<file path="config.mk">
export PLATFORM = sky130hd
export DESIGN_NAME = nfi_reg_bank
export DESIGN_NICKNAME = d
export VERILOG_FILES = /design/src/nfi_pkg.sv /design/src/nfi_crc_engine.sv /design/src/nfi_reg_bank.sv
export VERILOG_INCLUDE_DIRS = /design/src
export SDC_FILE = /design/constraint.sdc
export NUM_CORES = 1
export LEC_CHECK = 0
export BUFFER_PORTS_ARGS = -buffer_cell sky130_fd_sc_hd__buf_2
export CORE_ASPECT_RATIO = 1.25
export CORE_UTILIZATION = 60
export DETAILED_ROUTE_END_ITERATION = 8
export PLACE_DENSITY_LB_ADDON = 0.25
export SYNTH_ARGS = -nofsm -noshare
export SYNTH_HDL_FRONTEND = slang
export SYNTH_SLANG_ARGS = --single-unit
</file>
<file path="constraint.sdc">
create_clock -name i_clk_sys -period 9.6 [get_ports i_clk_sys]
set_clock_uncertainty 0.05 [all_clocks]
set_input_delay 1.92 -clock i_clk_sys [delete_from_list [all_inputs] [get_ports i_clk_sys]]
set_output_delay 1.92 -clock i_clk_sys [all_outputs]
set_load 0.01 [all_outputs]
</file>
<file path="src/nfi_defines.svh">
// Offsets, field positions, reset values and sizes of the checksum and injection registers
`ifndef NFI_DEFINES_SVH
`define NFI_DEFINES_SVH

`define NFI_CMD_CRC        8'hf0
`define NFI_CMD_INJECT     8'hf1
`define NFI_CRC_POLY       16'h8005
`define NFI_CRC_INIT       16'h0000
`define NFI_INJ_RESET      16'h0000
`define NFI_NVM_BYTES      64
`define NFI_NVM_AW         6
// Longest busy span after a trigger: rest of a running pass plus one queued pass
`define NFI_CRC_PASS_MAX   10'h110
`define NFI_BIT_FHOLD      15
`define NFI_BIT_F_OTEMP    14
`define NFI_BIT_F_OCUR     12
`define NFI_BIT_F_INLOCK   11
`define NFI_BIT_F_INOV     10
`define NFI_BIT_F_OUTUV    9
`define NFI_BIT_F_OUTOV    8
`define NFI_BIT_WHOLD      7
`define NFI_BIT_W_OCUR     4
`define NFI_BIT_W_INUV     3
`define NFI_BIT_W_OUTUV    1
`define NFI_BIT_W_OUTOV    0
// Fault positions allowed while conversion is off: input lockout, output overvoltage
`define NFI_FMASK_CONV_OFF 6'b00_1001

`endif

</file>
<file path="src/nfi_pkg.sv">
// Types shared by the checksum and injection register bank
package nfi_pkg;

    typedef struct packed {
        logic [7:0]  code;
        logic        wr;
        logic        rd;
        logic [15:0] wdata;
    } nfi_cmd_t;

    typedef struct packed {
        logic        ack;
        logic        nack;
        logic [15:0] rdata;
    } nfi_rsp_t;

    // Order: otemp, ocur, in_lock, in_ov, out_uv, out_ov
    typedef struct packed {
        logic otemp;
        logic ocur;
        logic in_lock;
        logic in_ov;
        logic out_uv;
        logic out_ov;
    } nfi_fault_t;

    typedef struct packed {
        logic ocur;
        logic in_uv;
        logic out_uv;
        logic out_ov;
    } nfi_warn_t;

    typedef enum logic [3:0] {
        CRC_IDLE  = 4'b0001,
        CRC_FETCH = 4'b0010,
        CRC_ACC   = 4'b0100,
        CRC_DONE  = 4'b1000
    } nfi_crc_state_t;

endpackage

</file>
<file path="src/nfi_crc_engine.sv">
// Walks the settings memory and folds each byte into a CRC-16
`timescale 1ns/100ps
`include "nfi_defines.svh"

module nfi_crc_engine (
    input  wire logic                   i_clk_sys,     // System clock
    input  wire logic                   i_sys_rst,     // Async reset, high
    input  wire logic                   i_start,       // Start pulse, taken in idle
    output logic      [`NFI_NVM_AW-1:0] o_nvm_rd_addr, // Settings byte address
    input  wire logic [7:0]             i_nvm_rd_data, // Byte, one cycle after address
    output logic                        o_idle,        // Engine ready for start
    output logic                        o_done,        // One-cycle result pulse
    output logic      [15:0]            o_crc          // Finished checksum
);
    import nfi_pkg::*;

    nfi_crc_state_t         state_r;
    logic [`NFI_NVM_AW-1:0] addr_r;
    logic [15:0]            acc_r;

    function automatic logic [15:0] crc_byte(input logic [15:0] crc, input logic [7:0] b);
        logic [15:0] c;
        c = crc;
        for (int i = 7; i >= 0; i--) begin
            c = (c[15] ^ b[i]) ? ({c[14:0], 1'b0} ^ `NFI_CRC_POLY) : {c[14:0], 1'b0};
        end
        return c;
    endfunction

    always_ff @(posedge i_clk_sys or posedge i_sys_rst) begin
        if (i_sys_rst) begin
            state_r <= CRC_IDLE;
        end else begin
            case (state_r)
                CRC_IDLE:  state_r <= i_start ? CRC_FETCH : CRC_IDLE;
                CRC_FETCH: state_r <= CRC_ACC;
                CRC_ACC:   state_r <= (addr_r == `NFI_NVM_AW'(`NFI_NVM_BYTES - 1)) ?
                                      CRC_DONE : CRC_FETCH;
                CRC_DONE:  state_r <= CRC_IDLE;
                default:   state_r <= CRC_IDLE;
            endcase
        end
    end

    always_ff @(posedge i_clk_sys or posedge i_sys_rst) begin
        if (i_sys_rst) begin
            addr_r <= '0;
            acc_r  <= `NFI_CRC_INIT;
        end else if (state_r == CRC_IDLE && i_start) begin
            addr_r <= '0;
            acc_r  <= `NFI_CRC_INIT;
        end else if (state_r == CRC_ACC) begin
            acc_r  <= crc_byte(acc_r, i_nvm_rd_data);
            addr_r <= addr_r + 1'b1;
        end
    end

    // result at last byte
    // Final value must stand while the done pulse stands, or the bank latches a stale pass
    always_ff @(posedge i_clk_sys or posedge i_sys_rst) begin
        if (i_sys_rst) begin
            o_crc <= `NFI_CRC_INIT;
        end else if (state_r == CRC_ACC && addr_r == `NFI_NVM_AW'(`NFI_NVM_BYTES - 1)) begin
            o_crc <= crc_byte(acc_r, i_nvm_rd_data);
        end
    end

    assign o_nvm_rd_addr = addr_r;
    assign o_idle        = (state_r == CRC_IDLE);
    assign o_done        = (state_r == CRC_DONE);
endmodule // nfi_crc_engine

</file>
<file path="src/nfi_reg_bank.sv">
// Settings checksum word and fault injection word of the power stage command set
//
// Contract
// - Checksum is CRC-16, polynomial 0x8005, over current settings, read by command.
// - Checksum recomputed at boot and after each store or restore completes.
// - Checksum fills bits 15:0, word read only, writes refused.
// - Fault hold 0 clears simulated faults after one response; 1 holds until rewrite.
// - Warning hold 0 clears simulated warnings after one response; 1 holds until rewrite.
// - Bits 14,12,11,10 inject overtemp, overcurrent, input lockout, input overvoltage.
// - Bit 9 injects output undervoltage fault, bit 8 output overvoltage fault.
// - Bits 4,3,1,0 inject overcurrent, input UV, output UV, output OV warnings.
// - Conversion off: only input lockout and output overvoltage are forced.
// - Other conditions act only while conversion on, repeating with fault hold.
// - Several injection bits in one write are simulated together.
// - Each condition forces its detector output into normal response logic.
`timescale 1ns/100ps
`include "nfi_defines.svh"

module nfi_reg_bank (
    input  wire logic                   i_clk_sys,          // System clock, 250 MHz
    input  wire logic                   i_sys_rst,          // Async reset, high
    input  wire nfi_pkg::nfi_cmd_t      i_cmd,              // Decoded command strobes
    output nfi_pkg::nfi_rsp_t           o_rsp,              // Registered answer
    input  wire logic                   i_conv_en,          // Conversion enabled, same clock
    input  wire logic                   i_fault_resp,       // Fault response taken, pulse
    input  wire logic                   i_warn_resp,        // Warning response taken, pulse
    input  wire logic                   i_nvm_store_done,   // Settings store finished, pulse
    input  wire logic                   i_nvm_restore_done, // Settings restore finished, pulse
    output logic      [`NFI_NVM_AW-1:0] o_nvm_rd_addr,      // Settings byte address
    input  wire logic [7:0]             i_nvm_rd_data,      // Settings byte, 1 cycle later
    output logic                        o_crc_busy,         // Checksum being recomputed
    output nfi_pkg::nfi_fault_t         o_fault_force,      // Forced fault detectors
    output nfi_pkg::nfi_warn_t          o_warn_force        // Forced warning detectors
);
    import nfi_pkg::*;

    logic [15:0] crc_word_r;
    logic [15:0] inj_word_r;
    logic        crc_pend_r;
    logic        eng_idle;
    logic        eng_done;
    logic [15:0] eng_crc;
    nfi_fault_t  fault_act_r;
    nfi_fault_t  fault_act_nxt;
    nfi_warn_t   warn_act_r;
    nfi_warn_t   warn_act_nxt;
    logic        hit_crc;
    logic        hit_inj;
    logic        inj_wr;

    function automatic nfi_fault_t fault_bits(input logic [15:0] w);
        return '{otemp: w[`NFI_BIT_F_OTEMP], ocur: w[`NFI_BIT_F_OCUR],
                 in_lock: w[`NFI_BIT_F_INLOCK], in_ov: w[`NFI_BIT_F_INOV],
                 out_uv: w[`NFI_BIT_F_OUTUV], out_ov: w[`NFI_BIT_F_OUTOV]};
    endfunction

    function automatic nfi_warn_t warn_bits(input logic [15:0] w);
        return '{ocur: w[`NFI_BIT_W_OCUR], in_uv: w[`NFI_BIT_W_INUV],
                 out_uv: w[`NFI_BIT_W_OUTUV], out_ov: w[`NFI_BIT_W_OUTOV]};
    endfunction

    assign hit_crc = (i_cmd.code == `NFI_CMD_CRC);
    assign hit_inj = (i_cmd.code == `NFI_CMD_INJECT);
    assign inj_wr  = hit_inj && i_cmd.wr;

    // boot and store/restore trigger
    // Reset value 1 makes the boot recompute; a done pulse while busy queues one more pass
    always_ff @(posedge i_clk_sys or posedge i_sys_rst) begin
        if (i_sys_rst) begin
            crc_pend_r <= 1'b1;
        end else if (i_nvm_store_done || i_nvm_restore_done) begin
            crc_pend_r <= 1'b1;
        end else if (eng_idle) begin
            crc_pend_r <= 1'b0;
        end
    end

    nfi_crc_engine u_crc (
        .i_clk_sys     (i_clk_sys),
        .i_sys_rst     (i_sys_rst),
        .i_start       (crc_pend_r),
        .o_nvm_rd_addr (o_nvm_rd_addr),
        .i_nvm_rd_data (i_nvm_rd_data),
        .o_idle        (eng_idle),
        .o_done        (eng_done),
        .o_crc         (eng_crc)
    );

    // checksum word update
    // Old value stays readable during a recompute rather than a partial one
    always_ff @(posedge i_clk_sys or posedge i_sys_rst) begin
        if (i_sys_rst) begin
            crc_word_r <= `NFI_CRC_INIT;
        end else if (eng_done) begin
            crc_word_r <= eng_crc;
        end
    end

    assign o_crc_busy = crc_pend_r || !eng_idle;

    // pass length watch
    // Restarts on each trigger, so a queued pass stays inside the bound
    logic [9:0] busy_cnt_r;
    always_ff @(posedge i_clk_sys or posedge i_sys_rst) begin
        if (i_sys_rst) begin
            busy_cnt_r <= '0;
        end else if (!o_crc_busy || i_nvm_store_done || i_nvm_restore_done) begin
            busy_cnt_r <= '0;
        end else begin
            busy_cnt_r <= busy_cnt_r + 10'h001;
        end
    end

    always_ff @(posedge i_clk_sys or posedge i_sys_rst) begin
        if (i_sys_rst) begin
            inj_word_r <= `NFI_INJ_RESET;
        end else if (inj_wr) begin
            inj_word_r <= i_cmd.wdata;
        end
    end

    // auto clear after one response; a write in the same cycle wins
    always_comb begin
        fault_act_nxt = fault_act_r;
        warn_act_nxt  = warn_act_r;
        if (i_fault_resp && !inj_word_r[`NFI_BIT_FHOLD]) begin
            fault_act_nxt = '0;
        end
        if (i_warn_resp && !inj_word_r[`NFI_BIT_WHOLD]) begin
            warn_act_nxt = '0;
        end
        if (inj_wr) begin
            fault_act_nxt = fault_bits(i_cmd.wdata);
            warn_act_nxt  = warn_bits(i_cmd.wdata);
        end
    end

    always_ff @(posedge i_clk_sys or posedge i_sys_rst) begin
        if (i_sys_rst) begin
            fault_act_r <= '0;
            warn_act_r  <= '0;
        end else begin
            fault_act_r <= fault_act_nxt;
            warn_act_r  <= warn_act_nxt;
        end
    end

    // conversion gating of detector forces
    // Held-off requests stay pending and take effect once conversion starts
    always_ff @(posedge i_clk_sys or posedge i_sys_rst) begin
        if (i_sys_rst) begin
            o_fault_force <= '0;
            o_warn_force  <= '0;
        end else begin
            o_fault_force <= i_conv_en ? fault_act_r : (fault_act_r & `NFI_FMASK_CONV_OFF);
            o_warn_force  <= i_conv_en ? warn_act_r : '0;
        end
    end

    always_ff @(posedge i_clk_sys or posedge i_sys_rst) begin
        if (i_sys_rst) begin
            o_rsp <= '0;
        end else begin
            o_rsp.ack  <= (hit_crc && i_cmd.rd) || (hit_inj && (i_cmd.rd || i_cmd.wr));
            o_rsp.nack <= hit_crc && i_cmd.wr;
            if (hit_crc && i_cmd.rd) begin
                o_rsp.rdata <= crc_word_r;
            end else if (hit_inj && i_cmd.rd) begin
                o_rsp.rdata <= inj_word_r;
            end
        end
    end
endmodule // nfi_reg_bank

</file>
# Word-level counts from Yosys, hierarchy flattened

Cells that the tools add are included.

Register bits: 113

$add $sub $neg: 1
Equal/unequal tests: 7
Muxes and demuxes: 25
Bitwise gates (word level): 16
Reduce and logical (&&, ||, !) cells: 21

Operator list:

| cell                                                                  | count |
|---|---|
| 16-bit two-way mux                                                    | 12 |
| 6-bit two-way mux                                                     | 5 |
| 3-bit NOT                                                             | 8 |
| 8-bit equality test, second input constant                            | 2 |
| 4-bit two-way mux                                                     | 4 |
| 4-bit case mux with 3 select lines                                    | 1 |
| 2-bit nonzero test                                                    | 5 |
| 1-bit logical AND                                                     | 9 |
| 1-bit XOR                                                             | 8 |
| 6-bit by 1-bit adder with 6-bit output, second input constant         | 1 |
| 6-bit equality test, second input constant                            | 1 |
| 4-bit by 1-bit equality test with 1-bit output, second input constant | 1 |
| 4-bit by 2-bit equality test with 1-bit output, second input constant | 1 |
| 4-bit by 3-bit equality test with 1-bit output, second input constant | 1 |
| 4-bit equality test, second input constant                            | 1 |
| 1-bit logical OR                                                      | 4 |
| 1-bit zero test                                                       | 3 |
| 1-bit two-way mux                                                     | 2 |
| 2-bit two-way mux                                                     | 1 |

# Longest topological paths before layout

Gate-level depths: netlist of the first run.

Word-level depth: 18
Gate-level depth with buffers: 7
Depth with buffers taken out: 6

# By module

A second synthesis of the first run with hierarchy kept.

Cell total of the unflattened synthesis: 356
Area, all modules: 4720.8 um^2

By module, submodules not included:

| module         | times used | cells each | area an instance (um^2) |
|---|---|---|---|
| nfi_reg_bank   | 1          | 179        | 2855.2 |
| nfi_crc_engine | 1          | 177        | 1865.5 |

# Least setup slack after synthesis of the first run

Ideal clock, no wire load.

Kind: input -> register
Start: in i_cmd[21] in the netlist's numbering
End: reg inj_word_r[10]
Data arrival time: 3.165 ns
Path slack: 6.260 ns
Stages on the path: 6
Cell sequence: nand4bb_1 -> nor3_1 -> and3_1 -> clkbuf_1 -> buf_2 -> mux2_2

Longest elaborated chain between the ends: 2

RTL lines:

| what                          | RTL line            | text |
|---|---|---|
| from (decl)                   | nfi_reg_bank.sv:22  | `input wire nfi_pkg::nfi_cmd_t i_cmd,` |
| 8-bit equality test (no line) | --                  |  |
| 1-bit logical AND             | nfi_reg_bank.sv:64  | `assign inj_wr = hit_inj && i_cmd.wr;` |
| to (signal assigned)          | nfi_reg_bank.sv:116 | `` inj_word_r <= `NFI_INJ_RESET; `` |
| to (signal assigned)          | nfi_reg_bank.sv:118 | `inj_word_r <= i_cmd.wdata;` |
| to (decl)                     | nfi_reg_bank.sv:38  | `logic [15:0] inj_word_r;` |

Every way passes these cells.
A chain may end at the register's enable or synchronous reset.

# Final worst setup path of the first run

Start: reg u_crc.state_r[0]
End: out o_crc_busy

Longest elaborated chain between the ends: 3

RTL lines:

| what                                           | RTL line             | text |
|---|---|---|
| from (decl)                                    | nfi_crc_engine.sv:17 | `nfi_crc_state_t state_r;` |
| from (signal assigned)                         | nfi_crc_engine.sv:35 | `CRC_IDLE: state_r <= i_start ? CRC_FETCH : CRC_IDLE;` |
| from (signal assigned)                         | nfi_crc_engine.sv:37 | `` CRC_ACC: state_r <= (addr_r == `NFI_NVM_AW'(`NFI_NVM_BYTES - 1)) ? `` |
| 4-bit by 1-bit equality test with 1-bit output | nfi_crc_engine.sv:69 | `assign o_idle = (state_r == CRC_IDLE);` |
| 1-bit zero test                                | nfi_reg_bank.sv:99   | `assign o_crc_busy = crc_pend_r \|\| !eng_idle;` |
| 1-bit logical OR                               | nfi_reg_bank.sv:99   |  |
| to (decl)                                      | nfi_reg_bank.sv:31   | `output logic o_crc_busy,` |

Every way passes these cells.

==> impl_metrics.json, run 1 <==
{
  "status": "complete, but fails checks",
  "violations": "design-rule violations",
  "setup_viol": 0,
  "synth_nets": 408,
  "crit_fanout": 5,
  "fin_setup_tns_ns": 0,
  "htree_levels": 4,
  "wl_um": 9410,
  "crit_path_start": "u_crc.state_r[0]",
  "clock-root-buffer": "clkbuf_8",
  "ys_seq_area_share_pct": 62.2,
  "cts_setup_buffers": 0,
  "r2r-start": "u_crc.state_r[1]",
  "synthTopCellsByCount": "111 x dfrtp_1, 35 x mux2_2, 32 x nand2_1",
  "wire_per_inst_um": 17.1,
  "core.rowCount": 35,
  "p_leak_nw": 2.83,
  "max_freq_ghz": 0.255,
  "path_cells": "nor4b_1, nand2_1, buf_2",
  "end_kind": "output port",
  "diodes": 0,
  "n_fill_cell": 486,
  "crit_type": "flip-flop to output port",
  "reg2reg_to": "u_crc.o_crc[11]",
  "hold_viol": 0,
  "grt_pass1_vias": 3288,
  "synth.avg_cell_area_um2": 12.4,
  "synth_cell_type_count": 32,
  "synth_edf_count": 0,
  "vias_per_cell": 5.64,
  "layout.nets": 486,
  "cts.clk_slew.worst_paths_ns": 0.06,
  "yosysWarnings": 0,
  "die_w_um": 79.9,
  "maxCapViolCount": 0,
  "required_ns": 7.63,
  "ant_nets": 0,
  "setup_slack_ns": 5.68,
  "power_w": 0.00153,
  "worstHoldPathType": "flip-flop to flip-flop",
  "hold_buffers": 0,
  "worstPathArrival_ns": 1.95,
  "ys.flop_type": "dfrtp_1",
  "multi_input_area_um2": 1630,
  "cts_buffers": 17,
  "fp.dieH_um": 99.4,
  "slowest_delay_ns": 0.56,
  "first_iter_violations": 163,
  "vdd_drop_max_v": 0.000288,
  "area_growth_pct": 22.7,
  "grt_pass1_wl_um": 15700,
  "rsz0062_at_grt": "no",
  "grt_max_degree": 63,
  "seq_area_um2": 2830,
  "drive_gt1_share_pct": 33.3,
  "drc_errors": 2,
  "clockBufferDepth": 2,
  "dieArea_um2": 7940,
  "min_period_ns": 3.92,
  "cellPowerDensity_nw_per_um2": 274,
  "place_ws_ns": 5.36,
  "overflow": 0,
  "syn_area_um2": 4550,
  "slew_viol_final": 0,
  "first_pass_iters": 6,
  "synth_cells": 366,
  "yosysTopAreaCellShare_pct": 61.0,
  "fin_crit_sh_pct": 40.9,
  "antenna_found_initial": 0,
  "vias": 3095,
  "track_usage_pct": 26.7,
  "final_area_um2": 5580,
  "rrSetupSlack_ns": 7.35,
  "crit_path_start_kind": "flip-flop",
  "dpl_cell_area_um2": 4990,
  "worst_pin_slew_ns": 1.17,
  "cts_num_sinks": 113,
  "core_area_um2": 7360,
  "dpl.hpwl_um": 5910,
  "synth.most_common_cell": "dfrtp_1",
  "clk_latency_ns": 0.51,
  "cts_resized": 0,
  "cts_tree": "done",
  "ys_seq_elements": 113,
  "io-pin-count": 76,
  "crit_path_end": "o_crc_busy",
  "place_congestion": 0.770,
  "synth_top_cell_by_area": "dfrtp_1",
  "reg2reg_depth": 4,
  "start_util_pct": 61.9,
  "io_buffers": 75,
  "slowest_stage": "dfstp_2",
  "synth_area_leaders": "dfrtp_1 61%, mux2_2 8.7%, mux2i_1 3.5%",
  "max-slew-margin-rel_pct": 21.9,
  "async_flop_share_pct": 100
}
==> cell usage in the layout (no fill, tap or decap), types with 4 or more instances in the layout <==
| cell type | n |
|---|---|
| clkinv_2 | 6 |
| mux2_2 | 35 |
| xnor2_1 | 16 |
| buf_2 | 75 |
| nor2_1 | 22 |
| inv_1 | 4 |
| clkbuf_16 | 16 |
| nand2_1 | 32 |
| o21ai_0 | 30 |
| dfrtp_1 | 111 |
| clkbuf_8 | 4 |
| nand3_1 | 13 |
| o21ai_1 | 4 |
| a22o_1 | 10 |
| a21oi_1 | 19 |
| mux2i_1 | 16 |
| and2_1 | 10 |
==> final cells by class <==
cell class | count | share of cell area, %
Clock buffer | 21 | 8.22
Sequential cell | 113 | 50.7
Clock inverter | 11 | 2.42
Tap cell | 92 | 2.06
Timing Repair Buffer | 78 | 7.13
Inverter | 5 | 0.381
Multi-Input combinational cell | 229 | 29.1
==> metal layers <==
layer	wire [um]	GRT usage (%)	up-vias
met5	0	0	-
met4	110	10.3	0
met3	474	6.88	15
met2	5040	46.3	106
met1	3790	31.5	1555
li1	-	-	1419
==> stage by stage <==
stage	util, %	hold WS, ns	std cells
after floorplan	-	0.304	366
after global placement	67.8	0.323	517
after detailed placement	67.8	0.319	517
after global routing	75.9	0.360	549
after CTS	75.9	0.353	549
final	75.9	0.361	549
==> power breakdown <==
part | switching [W] | leakage, nW | internal (W)
sequential | 0.0000400 | 1.43 | 0.000536
clock | 0.000209 | 0.293 | 0.000412
combinational | 0.000171 | 1.10 | 0.000160
total | 0.000420 | 2.83 | 0.00111
==> critical path: cells and delay by family (launching register included) <==
family,cells,cell delay [ns]
flip-flops,1,0.56
buffers and inverters,1,0.17
AND/OR/NAND/NOR,2,0.71
==> flip-flops by register name, summed over array words and instances, names as in the netlist <==
name	cells
u_crc.acc_r	16
warn_act_r	4
u_crc.o_nvm_rd_addr	6
fault_act_r	6
crc_word_r	16
o_warn_force	4
o_fault_force	6
o_rsp	18
crc_pend_r	1
inj_word_r	16
u_crc.o_crc	16
u_crc.state_r	4
==> worst min-delay path by stage <==
stage | cells past startpoint | start | to | slack [ns]
floorplan | 0 | fault_act_r[0] | o_fault_force[0] | 0.30
global placement | 0 | fault_act_r[0] | o_fault_force[0] | 0.32
detailed placement | 0 | fault_act_r[0] | o_fault_force[0] | 0.32
CTS | 0 | fault_act_r[3] | o_fault_force[3] | 0.35
global route | 0 | fault_act_r[0] | o_fault_force[0] | 0.36
finish | 0 | fault_act_r[3] | o_fault_force[3] | 0.36
==> logic make-up after synthesis <==
group | after synthesis | share of synthesized area, %
AOI/OAI and AO/OA | 64 | 7.92
xor gates and xnor gates | 24 | 5.91
adders and majority gates | 1 | 0.275
buffers and inverters | 24 | 2.09
DFF | 113 | 62.2
muxes | 51 | 12.2
and+or+nand+nor | 89 | 9.43
No activity file was read; power rests on OpenSTA's default activity.
==> run 2, diff against run 1 <==
Settings changed: ABC_AREA from default to 1, CORE_UTILIZATION 60 to 56.
Clock period 9.6 ns to 4 ns, I/O delays scaled along.
==> impl_metrics.json, run 2 <==
{
  "cts.clk_slew.worst_paths_ns": 0.06,
  "vias_per_cell": 5.29,
  "core_area_um2": 8290,
  "crit_fanout": 4,
  "reg2reg_to": "u_crc.o_crc[15]",
  "ys.flop_type": "dfrtp_1",
  "diodes": 0,
  "fin_crit_sh_pct": 66.3,
  "vias": 3660,
  "worstPathArrival_ns": 1.80,
  "rsz0062_at_grt": "no",
  "rrSetupSlack_ns": 1.40,
  "area_growth_pct": 23.0,
  "min_period_ns": 2.65,
  "dpl.hpwl_um": 6700,
  "clk_latency_ns": 0.53,
  "place_ws_ns": 1.41,
  "grt_pass1_wl_um": 17200,
  "ys_seq_elements": 113,
  "die_w_um": 84.8,
  "required_ns": 3.15,
  "final_common_cell": "dfrtp_1",
  "overflow": 0,
  "drc_errors": 7,
  "grt_max_degree": 88,
  "io-pin-count": 76,
  "fin_setup_tns_ns": 0,
  "p_leak_nw": 3.17,
  "top_register": "o_rsp",
  "violations": "design-rule violations",
  "ys_seq_area_share_pct": 59.0,
  "final_cell_mix": "111 x dfrtp_1, 107 x nand2_1, 75 x buf_2, 73 x inv_1, 37 x o21ai_0",
  "final_area_um2": 5910,
  "worst-path-buf-inv": 2,
  "syn_area_um2": 4800,
  "maxCapViolCount": 0,
  "cts_num_sinks": 113,
  "synthTopCellsByCount": "111 x dfrtp_1, 107 x nand2_1, 74 x inv_1",
  "cts_resized": 0,
  "vdd_drop_max_v": 0.000579,
  "reg2reg_depth": 8,
  "core.rowCount": 37,
  "setup_slack_ns": 1.35,
  "async_flop_share_pct": 100,
  "synth_cell_type_count": 33,
  "antenna_found_initial": 0,
  "wire_per_inst_um": 14.3,
  "drive_gt1_share_pct": 24.4,
  "hold_path_depth": 0,
  "wl_um": 9880,
  "yosysTopAreaCellShare_pct": 57.9,
  "synth_nets": 540,
  "cts_setup_buffers": 0,
  "slowest_stage": "dfrtp_1",
  "power_w": 0.00399,
  "start_util_pct": 57.9,
  "clock-root-buffer": "clkbuf_8",
  "worstHoldPathType": "flip-flop to flip-flop",
  "synth.most_common_cell": "dfrtp_1",
  "largest_reg_flops": 18,
  "ant_nets": 0,
  "crit_path_start_kind": "flip-flop",
  "cellPowerDensity_nw_per_um2": 675,
  "grt_pass1_vias": 3725,
  "crit_type": "flip-flop to output port",
  "first_iter_violations": 269,
  "setup_viol": 0,
  "fp.dieH_um": 106,
  "min_from": "fault_act_r[3]",
  "first_pass_iters": 7,
  "htree_levels": 4,
  "r2r-start": "u_crc.state_r[0]",
  "path_cells": "nor2_1, inv_1, nor3_1, nand2_1, buf_2",
  "crit_path_start": "u_crc.state_r[2]",
  "cts_buffers": 17,
  "synth.avg_cell_area_um2": 9.64,
  "clockBufferDepth": 2,
  "synth_edf_count": 0,
  "yosysWarnings": 0,
  "worst_pin_slew_ns": 1.03,
  "critical_path.top_delay_family": "simple AND/OR/NAND/NOR gates",
  "slowest_delay_ns": 0.39,
  "io_buffers": 75,
  "max-slew-margin-rel_pct": 31.0,
  "cts_tree": "done",
  "end_kind": "output port",
  "synth_area_leaders": "dfrtp_1 58%, nand2_1 8.4%, inv_1 5.8%",
  "holdPathEnd": "o_fault_force[3]",
  "synth_top_cell_by_area": "dfrtp_1",
  "slew_viol_final": 0,
  "dieArea_um2": 8950,
  "track_usage_pct": 25.1,
  "synth_cells": 498,
  "max_freq_ghz": 0.377,
  "status": "complete, but fails checks",
  "whs_ns": 0.329,
  "hold_viol": 0,
  "dpl_cell_area_um2": 5280,
  "hold_buffers": 0,
  "layout.nets": 624,
  "place_congestion": 0.819
}
-- run 2: cell count changes after synthesis, sizes merged, moves of 8 or more --
| cell | before | now |
|---|---|---|
| o221ai | 0 | 9 |
| nand2 | 32 | 123 |
| mux2 | 35 | 4 |
| inv | 5 | 75 |
| nand3 | 13 | 39 |
| mux2i | 16 | 0 |
| xnor2 | 17 | 6 |
| and2 | 10 | 0 |
| a22o | 10 | 2 |
| o21ai | 34 | 43 |
-- run 2: kinds of logic after synthesis --
family	share of synthesized area, %
simple gates	19.5
flops	59.0
buf+inv	7.06
compound gates	10.0
xor+xnor	3.26
mux	0.938
fa+ha+maj	0.261
-- run 2: per-layer routing --
layer / global-route usage [%] / share of wire, %
met1: 29.6 / 42
met2: 41.8 / 52
met3: 9.16 / 4.7
met4: 9.93 / 1.6
met5: 0 / 0
-- run 2: where the power goes --
part	switching [W]	internal, W	leakage, nW	total (W)
Combinational	0.000670	0.000394	1.49	0.00106
Sequential	0.0000703	0.00128	1.37	0.00135
Clock	0.000502	0.00107	0.307	0.00157
-- run 2: cell type report --
cell class	count	area [um^2]
Clock buffer	22	473
Clock inverter	10	155
Fill cell	616	2380
Inverter	76	288
Multi-Input combinational cell	295	1630
Sequential cell	113	2830
Tap cell	97	121
Timing Repair Buffer	79	405
-- run 2: worst max-delay path by stage --
| stage | to | slack (ns) | cells after the start |
|---|---|---|---|
| 2_1_floorplan | crc_word_r[0] | 0.17 | 1 |
| 3_5_place_dp | o_rsp[8] | 1.41 | 6 |
| 5_1_grt | o_crc_busy | 1.13 | 5 |
| 3_3_place_gp | u_crc.o_crc[1] | 1.46 | 8 |
| 6_report | o_crc_busy | 1.35 | 5 |
| 4_1_cts | o_crc_busy | 1.31 | 5 |
-- run 2: stage by stage --
step,cells,util (%)
floorplan,498,-
global placement,660,63.7
detailed placement,660,63.7
CTS,692,71.3
global route,692,71.3
finish,692,71.3
